`config.mk`:
```
export PLATFORM = sky130hd
export DESIGN_NAME = fieldbus_master_poll_supervision
export DESIGN_NICKNAME = d
export VERILOG_FILES = /design/src/verilog/fieldbus_supervision_pkg.sv /design/src/verilog/fieldbus_master_poll_supervision.sv /design/src/verilog/ms_timer.sv
export SDC_FILE = /design/constraint.sdc
export NUM_CORES = 1
export LEC_CHECK = 0
export BUFFER_PORTS_ARGS = -buffer_cell sky130_fd_sc_hd__buf_4
export CORE_MARGIN = 2
export CORE_UTILIZATION = 26
export CTS_CLUSTER_SIZE = 14
export DETAILED_ROUTE_END_ITERATION = 8
export PLACE_DENSITY_LB_ADDON = 0.15
export SETUP_SLACK_MARGIN = 0.1
export SKIP_LAST_GASP = 1
export SYNTH_ARGS = -nofsm -noshare
export SYNTH_HDL_FRONTEND = slang
export SYNTH_SLANG_ARGS = --single-unit
```
`constraint.sdc`:
```
create_clock -name ref_clk -period 14.7 [get_ports ref_clk]
set_input_delay 0.735 -clock ref_clk [delete_from_list [all_inputs] [get_ports ref_clk]]
set_output_delay 0.735 -clock ref_clk [all_outputs]
set_load 0.03 [all_outputs]
```
`src/verilog/fieldbus_supervision_pkg.sv`:
```
package fieldbus_supervision_pkg;

	// clock and the 1 ms tick
	localparam int unsigned CLK_HZ = 40_000_000;
	localparam int unsigned TICK_US = 1000;
	localparam int unsigned TICK_CYCLES = CLK_HZ / 1_000_000 * TICK_US;
	// 0.1 ms sub-tick for the slave interval
	localparam int unsigned SUB_US = 100;
	localparam int unsigned SUB_CYCLES = CLK_HZ / 1_000_000 * SUB_US;

	// register byte offsets
	localparam logic [7:0] ADDR_CTRL = 8'h00;
	localparam logic [7:0] ADDR_PROBE = 8'h04;
	localparam logic [7:0] ADDR_POLL_TO = 8'h08;
	localparam logic [7:0] ADDR_DCT = 8'h0C;
	localparam logic [7:0] ADDR_MIN_INT = 8'h10;
	localparam logic [7:0] ADDR_WD = 8'h14;
	localparam logic [7:0] ADDR_WD_EN = 8'h18;
	localparam logic [7:0] ADDR_STATUS = 8'h1C;
	localparam logic [7:0] ADDR_MASK = 8'h20;
	localparam logic [7:0] ADDR_STATE = 8'h24;

	// reset values and limits
	localparam logic [15:0] POLL_TO_RST = 16'h01F4;
	localparam logic [15:0] DCT_RST = 16'h03E8;
	localparam logic [15:0] MIN_INT_RST = 16'h0014;
	localparam logic [15:0] WD_RST = 16'h00C8;
	localparam logic [6:0] PROBE_ADDR_RST = 7'h0A;
	localparam logic [6:0] PROBE_ADDR_MIN = 7'h02;
	localparam logic [6:0] PROBE_ADDR_MAX = 7'h7D;
	localparam logic [7:0] GAP_RST = 8'h0A;
	localparam logic [3:0] RETRY_RST = 4'h1;
	localparam logic [3:0] RETRY_MAX = 4'h8;
	localparam int unsigned NSLAVE = 8;

	// status bits
	localparam int unsigned ST_WD = 0;
	localparam int unsigned ST_SELF_RST = 1;
	localparam int unsigned ST_RETRY_FAIL = 2;
	localparam int unsigned ST_DCT = 3;
	localparam int unsigned ST_SWEEP = 4;
	localparam int unsigned NSTAT = 5;

	typedef enum logic [1:0]
	{
		POLL_IDLE = 2'b00,
		POLL_WAIT_ANS = 2'b01,
		POLL_GAP = 2'b11
	} poll_state_type;

	// report from the link engine about one finished poll
	typedef struct packed
	{
		logic done;
		logic had_data;
		logic timeout;
		logic [2:0] slave;
	} poll_result_type;

endpackage

```
`src/verilog/fieldbus_master_poll_supervision.sv`:
```
`timescale 1ns/1ps
module fieldbus_master_poll_supervision
	import fieldbus_supervision_pkg::*;
(
	// clock and reset
	input wire logic ref_clk,
	input wire logic rst_n,
	// axi4-lite slave
	input wire logic [7:0] s_axi_awaddr,
	input wire logic s_axi_awvalid,
	output logic s_axi_awready,
	input wire logic [31:0] s_axi_wdata,
	input wire logic [3:0] s_axi_wstrb,
	input wire logic s_axi_wvalid,
	output logic s_axi_wready,
	output logic [1:0] s_axi_bresp,
	output logic s_axi_bvalid,
	input wire logic s_axi_bready,
	input wire logic [7:0] s_axi_araddr,
	input wire logic s_axi_arvalid,
	output logic s_axi_arready,
	output logic [31:0] s_axi_rdata,
	output logic [1:0] s_axi_rresp,
	output logic s_axi_rvalid,
	input wire logic s_axi_rready,
	// link engine side
	input wire poll_result_type poll_result,
	input wire logic token_pass,
	input wire logic fault,
	input wire logic [15:0] slave_min_interval,
	output logic poll_next,
	output logic poll_repeat,
	output logic probe_req,
	output logic [6:0] probe_addr,
	output logic master_reset,
	// interrupt
	output logic irq
);

	////////////////////////////////////////////////////////////////////////
	// reset release and ticks

	logic rst_meta_q, rst_sync_n;
	always_ff @(posedge ref_clk or negedge rst_n)
	begin
		if (!rst_n)
		begin
			rst_meta_q <= 1'b0;
			rst_sync_n <= 1'b0;
		end
		else
		begin
			rst_meta_q <= 1'b1;
			rst_sync_n <= rst_meta_q;
		end
	end

	// ms and 0.1 ms tick sources
	// one divider per time base keeps timing rate independent
	logic [15:0] ms_div_q, sub_div_q;
	logic ms_tick, sub_tick;
	assign ms_tick = (ms_div_q == 16'(TICK_CYCLES - 1));
	assign sub_tick = (sub_div_q == 16'(SUB_CYCLES - 1));
	always_ff @(posedge ref_clk or negedge rst_sync_n)
	begin
		if (!rst_sync_n)
		begin
			ms_div_q <= 16'h0000;
			sub_div_q <= 16'h0000;
		end
		else
		begin
			ms_div_q <= ms_tick ? 16'h0000 : ms_div_q + 16'h0001;
			sub_div_q <= sub_tick ? 16'h0000 : sub_div_q + 16'h0001;
		end
	end

	////////////////////////////////////////////////////////////////////////
	// registers

	logic enable_q, auto_clear_q;
	logic [6:0] probe_addr_lim_q;
	logic [7:0] gap_q;
	logic [3:0] retry_q;
	logic [15:0] poll_to_q, dct_q, min_int_q, wd_q;
	logic [NSLAVE-1:0] wd_en_q;
	logic [NSTAT-1:0] status_q, mask_q, events;
	logic wr_go, aw_held_q, w_held_q;
	logic [7:0] aw_q;
	logic [31:0] w_q;
	logic [3:0] ws_q;

	assign s_axi_awready = !aw_held_q && !s_axi_bvalid;
	assign s_axi_wready = !w_held_q && !s_axi_bvalid;
	assign wr_go = aw_held_q && w_held_q && !s_axi_bvalid;

	// latch address and data in either order, answer once both are in
	always_ff @(posedge ref_clk or negedge rst_sync_n)
	begin
		if (!rst_sync_n)
		begin
			aw_held_q <= 1'b0;
			w_held_q <= 1'b0;
			aw_q <= 8'h00;
			w_q <= 32'h0000_0000;
			ws_q <= 4'h0;
			s_axi_bvalid <= 1'b0;
			s_axi_bresp <= 2'b00;
		end
		else
		begin
			if (s_axi_awvalid && s_axi_awready)
			begin
				aw_held_q <= 1'b1;
				aw_q <= s_axi_awaddr;
			end
			if (s_axi_wvalid && s_axi_wready)
			begin
				w_held_q <= 1'b1;
				w_q <= s_axi_wdata;
				ws_q <= s_axi_wstrb;
			end
			if (wr_go)
			begin
				aw_held_q <= 1'b0;
				w_held_q <= 1'b0;
				s_axi_bvalid <= 1'b1;
				s_axi_bresp <= (aw_q[1:0] == 2'b00 && aw_q <= ADDR_STATE)
					? 2'b00 : 2'b10;
			end
			else if (s_axi_bready)
				s_axi_bvalid <= 1'b0;
		end
	end

	logic [31:0] wv;
	assign wv = w_q & {{8{ws_q[3]}}, {8{ws_q[2]}}, {8{ws_q[1]}}, {8{ws_q[0]}}};

	// configuration writes; fields clamp to their documented range
	always_ff @(posedge ref_clk or negedge rst_sync_n)
	begin
		if (!rst_sync_n)
		begin
			enable_q <= 1'b0;
			auto_clear_q <= 1'b0;
			probe_addr_lim_q <= PROBE_ADDR_RST;
			gap_q <= GAP_RST;
			retry_q <= RETRY_RST;
			poll_to_q <= POLL_TO_RST;
			dct_q <= DCT_RST;
			min_int_q <= MIN_INT_RST;
			wd_q <= WD_RST;
			wd_en_q <= '1;
			mask_q <= '0;
		end
		else if (wr_go)
		begin
			case (aw_q)
				ADDR_CTRL:
				begin
					enable_q <= wv[0];
					auto_clear_q <= wv[1];
				end
				ADDR_PROBE:
				begin
					if (wv[6:0] < PROBE_ADDR_MIN)
						probe_addr_lim_q <= PROBE_ADDR_MIN;
					else if (wv[6:0] > PROBE_ADDR_MAX)
						probe_addr_lim_q <= PROBE_ADDR_MAX;
					else
						probe_addr_lim_q <= wv[6:0];
					gap_q <= (wv[15:8] == 8'h00) ? 8'h01 : wv[15:8];
					if (wv[19:16] == 4'h0)
						retry_q <= 4'h1;
					else if (wv[19:16] > RETRY_MAX)
						retry_q <= RETRY_MAX;
					else
						retry_q <= wv[19:16];
				end
				ADDR_POLL_TO: poll_to_q <= wv[15:0];
				ADDR_DCT: dct_q <= wv[15:0];
				ADDR_MIN_INT: min_int_q <= (wv[15:0] == 16'h0000)
					? 16'h0001 : wv[15:0];
				ADDR_WD: wd_q <= (wv[15:0] == 16'h0000) ? 16'h0001 : wv[15:0];
				ADDR_WD_EN: wd_en_q <= wv[NSLAVE-1:0];
				ADDR_MASK: mask_q <= wv[NSTAT-1:0];
				default: ;
			endcase
		end
	end

	// sticky status; a new event wins over the write-one clear
	always_ff @(posedge ref_clk or negedge rst_sync_n)
	begin
		if (!rst_sync_n)
			status_q <= '0;
		else if (wr_go && aw_q == ADDR_STATUS)
			status_q <= (status_q & ~wv[NSTAT-1:0]) | events;
		else
			status_q <= status_q | events;
	end

	assign irq = |(status_q & mask_q);

	////////////////////////////////////////////////////////////////////////
	// poll sequencing

	poll_state_type state_q;
	logic [3:0] tries_q;
	logic [15:0] eff_int, gap_cnt_q;
	logic gap_done, retry_fail;

	// effective interval is the larger one
	assign eff_int = (slave_min_interval > min_int_q)
		? slave_min_interval : min_int_q;
	// the first sub-tick is a partial one, so count whole ticks after it;
	// the wait is never short, at the cost of up to one extra 0.1 ms
	assign gap_done = sub_tick && (gap_cnt_q >= eff_int);
	assign retry_fail = poll_result.done && poll_result.timeout
		&& (tries_q >= retry_q);

	always_ff @(posedge ref_clk or negedge rst_sync_n)
	begin
		if (!rst_sync_n)
		begin
			state_q <= POLL_IDLE;
			tries_q <= 4'h0;
			gap_cnt_q <= 16'h0000;
			poll_next <= 1'b0;
			poll_repeat <= 1'b0;
		end
		else
		begin
			poll_next <= 1'b0;
			poll_repeat <= 1'b0;
			case (state_q)
				POLL_IDLE:
					if (enable_q)
					begin
						poll_next <= 1'b1;
						tries_q <= 4'h0;
						state_q <= POLL_WAIT_ANS;
					end
				POLL_WAIT_ANS:
					if (poll_result.done)
					begin
						if (poll_result.timeout && tries_q < retry_q)
						begin
							tries_q <= tries_q + 4'h1;
							poll_repeat <= 1'b1;
						end
						else if (poll_result.had_data)
						begin
							poll_next <= 1'b1;
							tries_q <= 4'h0;
						end
						else
						begin
							gap_cnt_q <= 16'h0000;
							state_q <= POLL_GAP;
						end
					end
				POLL_GAP:
					if (gap_done)
					begin
						poll_next <= 1'b1;
						tries_q <= 4'h0;
						state_q <= POLL_WAIT_ANS;
					end
					else if (sub_tick)
						gap_cnt_q <= gap_cnt_q + 16'h0001;
				default: state_q <= POLL_IDLE;
			endcase
			if (!enable_q)
				state_q <= POLL_IDLE;
		end
	end

	////////////////////////////////////////////////////////////////////////
	// probing for other masters

	logic [7:0] pass_cnt_q;
	logic sweep_done;
	logic [6:0] next_addr;
	assign sweep_done = probe_req && probe_addr >= probe_addr_lim_q;
	assign next_addr = (probe_addr >= probe_addr_lim_q)
		? 7'h00 : probe_addr + 7'h01;

	// probe sweep up to the limit
	// gap factor token passes between sweeps
	always_ff @(posedge ref_clk or negedge rst_sync_n)
	begin
		if (!rst_sync_n)
		begin
			probe_req <= 1'b0;
			probe_addr <= 7'h00;
			pass_cnt_q <= 8'h00;
		end
		else
		begin
			probe_req <= 1'b0;
			if (token_pass && enable_q)
			begin
				if (pass_cnt_q != 8'h00)
					pass_cnt_q <= pass_cnt_q - 8'h01;
				else
				begin
					probe_req <= 1'b1;
					probe_addr <= next_addr;
					// reload with the last probe, so a pass in the very
					// next cycle cannot slip a probe in before the gap
					if (next_addr >= probe_addr_lim_q)
						pass_cnt_q <= gap_q;
				end
			end
		end
	end

	////////////////////////////////////////////////////////////////////////
	// millisecond supervision

	logic fault_exp, dct_exp, wd_live;
	logic [NSLAVE-1:0] wd_exp, seen;

	// self reset after a lasting fault
	ms_timer u_poll_to
	(
		.clk(ref_clk),
		.rst_n(rst_sync_n),
		.tick(ms_tick),
		.run(fault),
		.limit(poll_to_q),
		.expired(fault_exp)
	);
	assign master_reset = fault_exp;

	// data control window only in auto clear
	ms_timer u_dct
	(
		.clk(ref_clk),
		.rst_n(rst_sync_n),
		.tick(ms_tick),
		.run(auto_clear_q && enable_q && !(poll_result.done
			&& !poll_result.timeout)),
		.limit(dct_q),
		.expired(dct_exp)
	);

	// one presence watchdog per slave, restarted by any answer from that slave
	// disabled slaves never run their timer
	for (genvar i = 0; i < NSLAVE; i++)
	begin : g_wd
		assign seen[i] = poll_result.done && !poll_result.timeout
			&& poll_result.slave == 3'(i);
		ms_timer u_wd
		(
			.clk(ref_clk),
			.rst_n(rst_sync_n),
			.tick(ms_tick),
			.run(enable_q && wd_en_q[i] && !seen[i]),
			.limit(wd_q),
			.expired(wd_exp[i])
		);
	end
	assign wd_live = |wd_exp;

	assign events = {sweep_done, dct_exp, retry_fail, fault_exp, wd_live};

	// register reads
	always_ff @(posedge ref_clk or negedge rst_sync_n)
	begin
		if (!rst_sync_n)
		begin
			s_axi_rvalid <= 1'b0;
			s_axi_rdata <= 32'h0000_0000;
			s_axi_rresp <= 2'b00;
		end
		else if (s_axi_arvalid && s_axi_arready)
		begin
			s_axi_rvalid <= 1'b1;
			s_axi_rresp <= 2'b00;
			case (s_axi_araddr)
				ADDR_CTRL: s_axi_rdata <= {30'h0, auto_clear_q, enable_q};
				ADDR_PROBE: s_axi_rdata <= {12'h0, retry_q, gap_q, 1'b0,
					probe_addr_lim_q};
				ADDR_POLL_TO: s_axi_rdata <= {16'h0, poll_to_q};
				ADDR_DCT: s_axi_rdata <= {16'h0, dct_q};
				ADDR_MIN_INT: s_axi_rdata <= {16'h0, min_int_q};
				ADDR_WD: s_axi_rdata <= {16'h0, wd_q};
				ADDR_WD_EN: s_axi_rdata <= {24'h0, wd_en_q};
				ADDR_STATUS: s_axi_rdata <= {27'h0, status_q};
				ADDR_MASK: s_axi_rdata <= {27'h0, mask_q};
				ADDR_STATE: s_axi_rdata <= {2'h0, eff_int, 1'b0,
					probe_addr, state_q[1:0], tries_q[3:0]};
				default:
				begin
					s_axi_rdata <= 32'h0000_0000;
					s_axi_rresp <= 2'b10;
				end
			endcase
		end
		else if (s_axi_rready)
			s_axi_rvalid <= 1'b0;
	end
	assign s_axi_arready = !s_axi_rvalid;

	////////////////////////////////////////////////////////////////////////
	// checks

	chk_probe_limit: assert property (@(posedge ref_clk) disable iff
		(!rst_sync_n) probe_req |-> probe_addr <= probe_addr_lim_q)
		else $error("probe beyond limit");
	chk_gap_hold: assert property (@(posedge ref_clk) disable iff
		(!rst_sync_n) sweep_done |=> !probe_req)
		else $error("probe during gap");
	chk_self_reset: assert property (@(posedge ref_clk) disable iff
		(!rst_sync_n) master_reset |-> fault)
		else $error("reset without fault");
	chk_dct_auto: assert property (@(posedge ref_clk) disable iff
		(!rst_sync_n) dct_exp |-> auto_clear_q)
		else $error("data control outside auto clear");
	chk_gap_wait: assert property (@(posedge ref_clk) disable iff
		(!rst_sync_n) state_q == POLL_GAP && !gap_done
		|=> !poll_next)
		else $error("polled inside interval");
	chk_data_next: assert property (@(posedge ref_clk) disable iff
		(!rst_sync_n) state_q == POLL_WAIT_ANS && poll_result.done
		&& poll_result.had_data && !poll_result.timeout && enable_q
		|=> poll_next)
		else $error("no immediate poll after data");
	chk_eff_int: assert property (@(posedge ref_clk) disable iff
		(!rst_sync_n) eff_int >= slave_min_interval
		&& eff_int >= min_int_q)
		else $error("interval not raised");
	chk_wd_disable: assert property (@(posedge ref_clk) disable iff
		(!rst_sync_n) wd_live |-> |(wd_exp & wd_en_q))
		else $error("disabled slave flagged");
	chk_retry_cap: assert property (@(posedge ref_clk) disable iff
		(!rst_sync_n) poll_repeat |-> tries_q <= retry_q)
		else $error("too many repeats");
	chk_tick_spacing: assert property (@(posedge ref_clk) disable iff
		(!rst_sync_n) ms_tick |=> !ms_tick)
		else $error("tick too fast");
	cov_repeat: cover property (@(posedge ref_clk) poll_repeat);
	cov_gap: cover property (@(posedge ref_clk) state_q == POLL_GAP
		&& gap_done);
	cov_sweep: cover property (@(posedge ref_clk) sweep_done);

endmodule

```
`src/verilog/ms_timer.sv`:
```
`timescale 1ns/1ps
// counts ticks while run is high, flags when the limit is reached
module ms_timer
	import fieldbus_supervision_pkg::*;
(
	// clock and reset
	input wire logic clk,
	input wire logic rst_n,
	// control
	input wire logic tick,
	input wire logic run,
	input wire logic [15:0] limit,
	// result
	output logic expired
);

	logic [15:0] count_q;

	// restart whenever run drops, saturate at the limit
	always_ff @(posedge clk or negedge rst_n)
	begin
		if (!rst_n)
			count_q <= 16'h0000;
		else if (!run)
			count_q <= 16'h0000;
		else if (tick && count_q != limit)
			count_q <= count_q + 16'h0001;
	end

	assign expired = run && (count_q == limit);

endmodule

```
==> results.yml <==
yosys:
  synth_top_flop_cell: "dfrtp_1"
  synth_edf_count: 0
  synth_area_um2: 22300
  syn_area_per_cell_um2: 9.41
  ys_warn_count: 0
  ys_ff_latch: 404
  async_reset_ff_frac: 1.00
  synthCells: 2366
  seq_area_frac_synth: 0.456
  netlist-cell-type-count: 67
drt:
  drc: 0
  drtIter0Drc: 1287
  post_drt_wl_per_cell_um: 19.9
  dr_total_vias: 17900
  wl_um: 72900
  ant_nets: 0
  via_per_inst: 4.91
  drt-pass1-iter-count: 5
setup_path:
  worst_ep_required_time_ns: 15.18
  r2r-start: "min_int_q[11]"
  cp_slowest_stage_delay_ns: 0.80
  crit_chain: "inv_1 > ha_1 > nand3_1 > nor3_1 > a221o_1 > a31oi_1 > o31a_1 > nor2_1 > buf_4 > mux2i_1 > ha_1 > a21oi_1 > o21ai_0 > or4b_1 > o31ai_2 > nor2_2 > o21ai_0 > o31ai_1"
  crit_path_top_delay_cell: "o31ai_2"
  worstPathArrival_ns: 5.82
  crit_fanout: 16
  crit_buf_inv: 2
  end_kind: "register"
  r2r.worst_path.cells: 18
  path_delay_family: "compound AO/OA/AOI/OAI gates"
  critPathKind: "reg -> reg"
  r2r_setup_slack_ns: 9.36
  cp-start-kind: "register"
  reg2reg_to: "gap_cnt_q[10]"
clock_network:
  clk_path_buf_depth: 3
  cts-resized-gates: 0
  clkTransAtPathRegs_ns: 0.06
  cts-root-buf: "clkbuf_16"
  numCtsBuffers: 50
  htreeDepth: 2
  clock_sinks: 404
  clk_latency_ns: 0.62
  cts_tree: "yes"
floorplanning:
  die-area_um2: 88000
  core_um2: 85000
  dieWidth_um: 297
  die_h_um: 297
  fp-row-count: 107
  initial_core_util: 0.262
  io_pins: 136
timing:
  fin_crit_sh: 0.363
  clock_skew_ns: 0.0264
  finalHoldViolations: 0
  tns_ns: 0
  slew_viol_final: 0
  setup_viol: 0
  rsz0062_at_grt: "false"
  max_freq_mhz: 187
  max-slew-margin-rel: 0.211
  worstMarginPinSlew_ns: 1.18
  min_period_ns: 5.34
placed_design:
  gp_congestion: 0.835
  port_buffers: 118
  dpl.hpwl_um: 52200
power:
  p_per_area_nw_per_um2: 121
  finalPower_w: 0.00317
  p_leak_nw: 11.2
  ir_drop_v: 0.0000823
min_path:
  hold_path.startpoint: "s_axi_rready"
  hold_path_end: "s_axi_rvalid"
  holdPathStages: 2
  holdCritPathClass: "in -> reg"
global_routing:
  grt_usage: 0.166
  grt_pass1_vias: 17700
  grt_max_degree: 78
  grt_overflow_total: 0
  antenna_found_initial: 4
  grt_pass1_wl_um: 112000
layout:
  final_nets: 2621
  layout_common_cells: "373 x dfrtp_1, 251 x nand2_1, 228 x nor2_1, 177 x o21ai_0, 175 x xor2_1"
  drive_above_1_share: 0.127
  final_common_cell: "dfrtp_1"
  area_delta_synth_final_pct: 17.2
  nFillCells: 8815
status:
  status: "finished, final reports clean"
job:
  cap_viol_max_count: 0
==> per-stage QoR <==
step | instance area [um2] | std cells | setup WS (ns) | utilization | hold slack (ns)
after floorplan | 22300 | 2369 | 2.66 | - | 0.331
after global placement | 24400 | 3562 | 9.21 | 0.287 | 0.341
after detailed placement | 24400 | 3562 | 9.09 | 0.287 | 0.335
after CTS | 26100 | 3654 | 9.30 | 0.307 | 0.258
after global routing | 26100 | 3654 | 8.80 | 0.307 | 0.290
final | 26100 | 3655 | 9.36 | 0.307 | 0.291
==> how the worst max path moves through the flow <==
| stage | slack [ns] | to | cells after the start | startpoint |
|---|---|---|---|---|
| 6_report | 9.36 | gap_cnt_q[10] | 18 | min_int_q[11] |
| 5_1_grt | 8.80 | gap_cnt_q[14] | 18 | min_int_q[11] |
| 4_1_cts | 9.30 | gap_cnt_q[11] | 18 | min_int_q[11] |
| 3_5_place_dp | 9.09 | gap_cnt_q[14] | 18 | slave_min_interval[12] |
| 3_3_place_gp | 9.21 | gap_cnt_q[15] | 18 | slave_min_interval[12] |
| 2_1_floorplan | 2.66 | auto_clear_q | 0 | rst_sync_n |
==> Yosys cell counts (34+ instances only) <==
cell | number | share of area
nor2_1 | 228 | 0.038
o21ai_0 | 177 | 0.040
xnor2_1 | 145 | 0.057
and3_1 | 34 | 0.0096
nor3_1 | 78 | 0.018
clkbuf_1 | 64 | 0.011
xor2_1 | 175 | 0.069
mux2_2 | 36 | 0.018
a21oi_1 | 63 | 0.014
ha_1 | 67 | 0.038
nor4_1 | 63 | 0.018
nand2_1 | 251 | 0.042
dfrtp_1 | 374 | 0.42
nand3_1 | 88 | 0.020
inv_1 | 77 | 0.013
nand4_1 | 52 | 0.015
==> per-layer routing <==
metal / wire (um) / GRT usage
met1: 35200 / 0.242
met2: 32100 / 0.255
met3: 3640 / 0.0227
met4: 1960 / 0.0494
met5: 8 / 0
==> logic make-up (layout without fill, tap and decap cells) <==
group                    Yosys count  count (layout)  share of synthesized area
multiplexers                      61              61                     0.0295
AND/OR/NAND/NOR                  924             924                      0.201
AO/OA/AOI/OAI                    411             411                      0.117
buffers and inverters            177             318                     0.0323
XOR/XNOR                         320             320                      0.126
flip-flops                       404             404                      0.456
adder cells (fa/ha/maj)           67              67                     0.0377
other                              2               6                   0.000337
==> layout make-up <==
class	instances	area, um2	area share
clock buffer	76	1470	0.0563
clock inverter	15	174	0.00667
inverter	77	289	0.0111
timing repair buffer	150	1130	0.0433
antenna	1	2.50	0.0000959
sequential	404	10200	0.389
tap	1144	1430	0.0549
multi-input combinational	1788	11400	0.439
==> flip-flops by register name, indices dropped and copies added, names as in the netlist, 4 cells and up <==
register	count
s_axi_rdata	30
aw_q	8
probe_addr_lim_q	7
gap_q	8
probe_addr	7
pass_cnt_q	8
poll_to_q	16
mask_q	5
sub_div_q	16
w_q	20
tries_q	4
min_int_q	16
u_dct.count_q	16
dct_q	16
ms_div_q	16
wd_en_q	8
status_q	5
u_poll_to.count_q	16
retry_q	4
gap_cnt_q	16
g_wd.u_wd.count_q	128
wd_q	16
==> power breakdown <==
group	switching (W)	total [W]	internal, W
sequential	0.000134	0.00134	0.00120
combinational	0.000375	0.000582	0.000207
clock	0.000519	0.00125	0.000727
==> timing repair <==
| action | in CTS | in global routing |
|---|---|---|
| buffers inserted | 0 | 0 |
| hold buffers | 1 | 0 |
| endpoints found under the hold margin | 2 | 0 |
No activity file was read; power rests on OpenSTA's default activity.
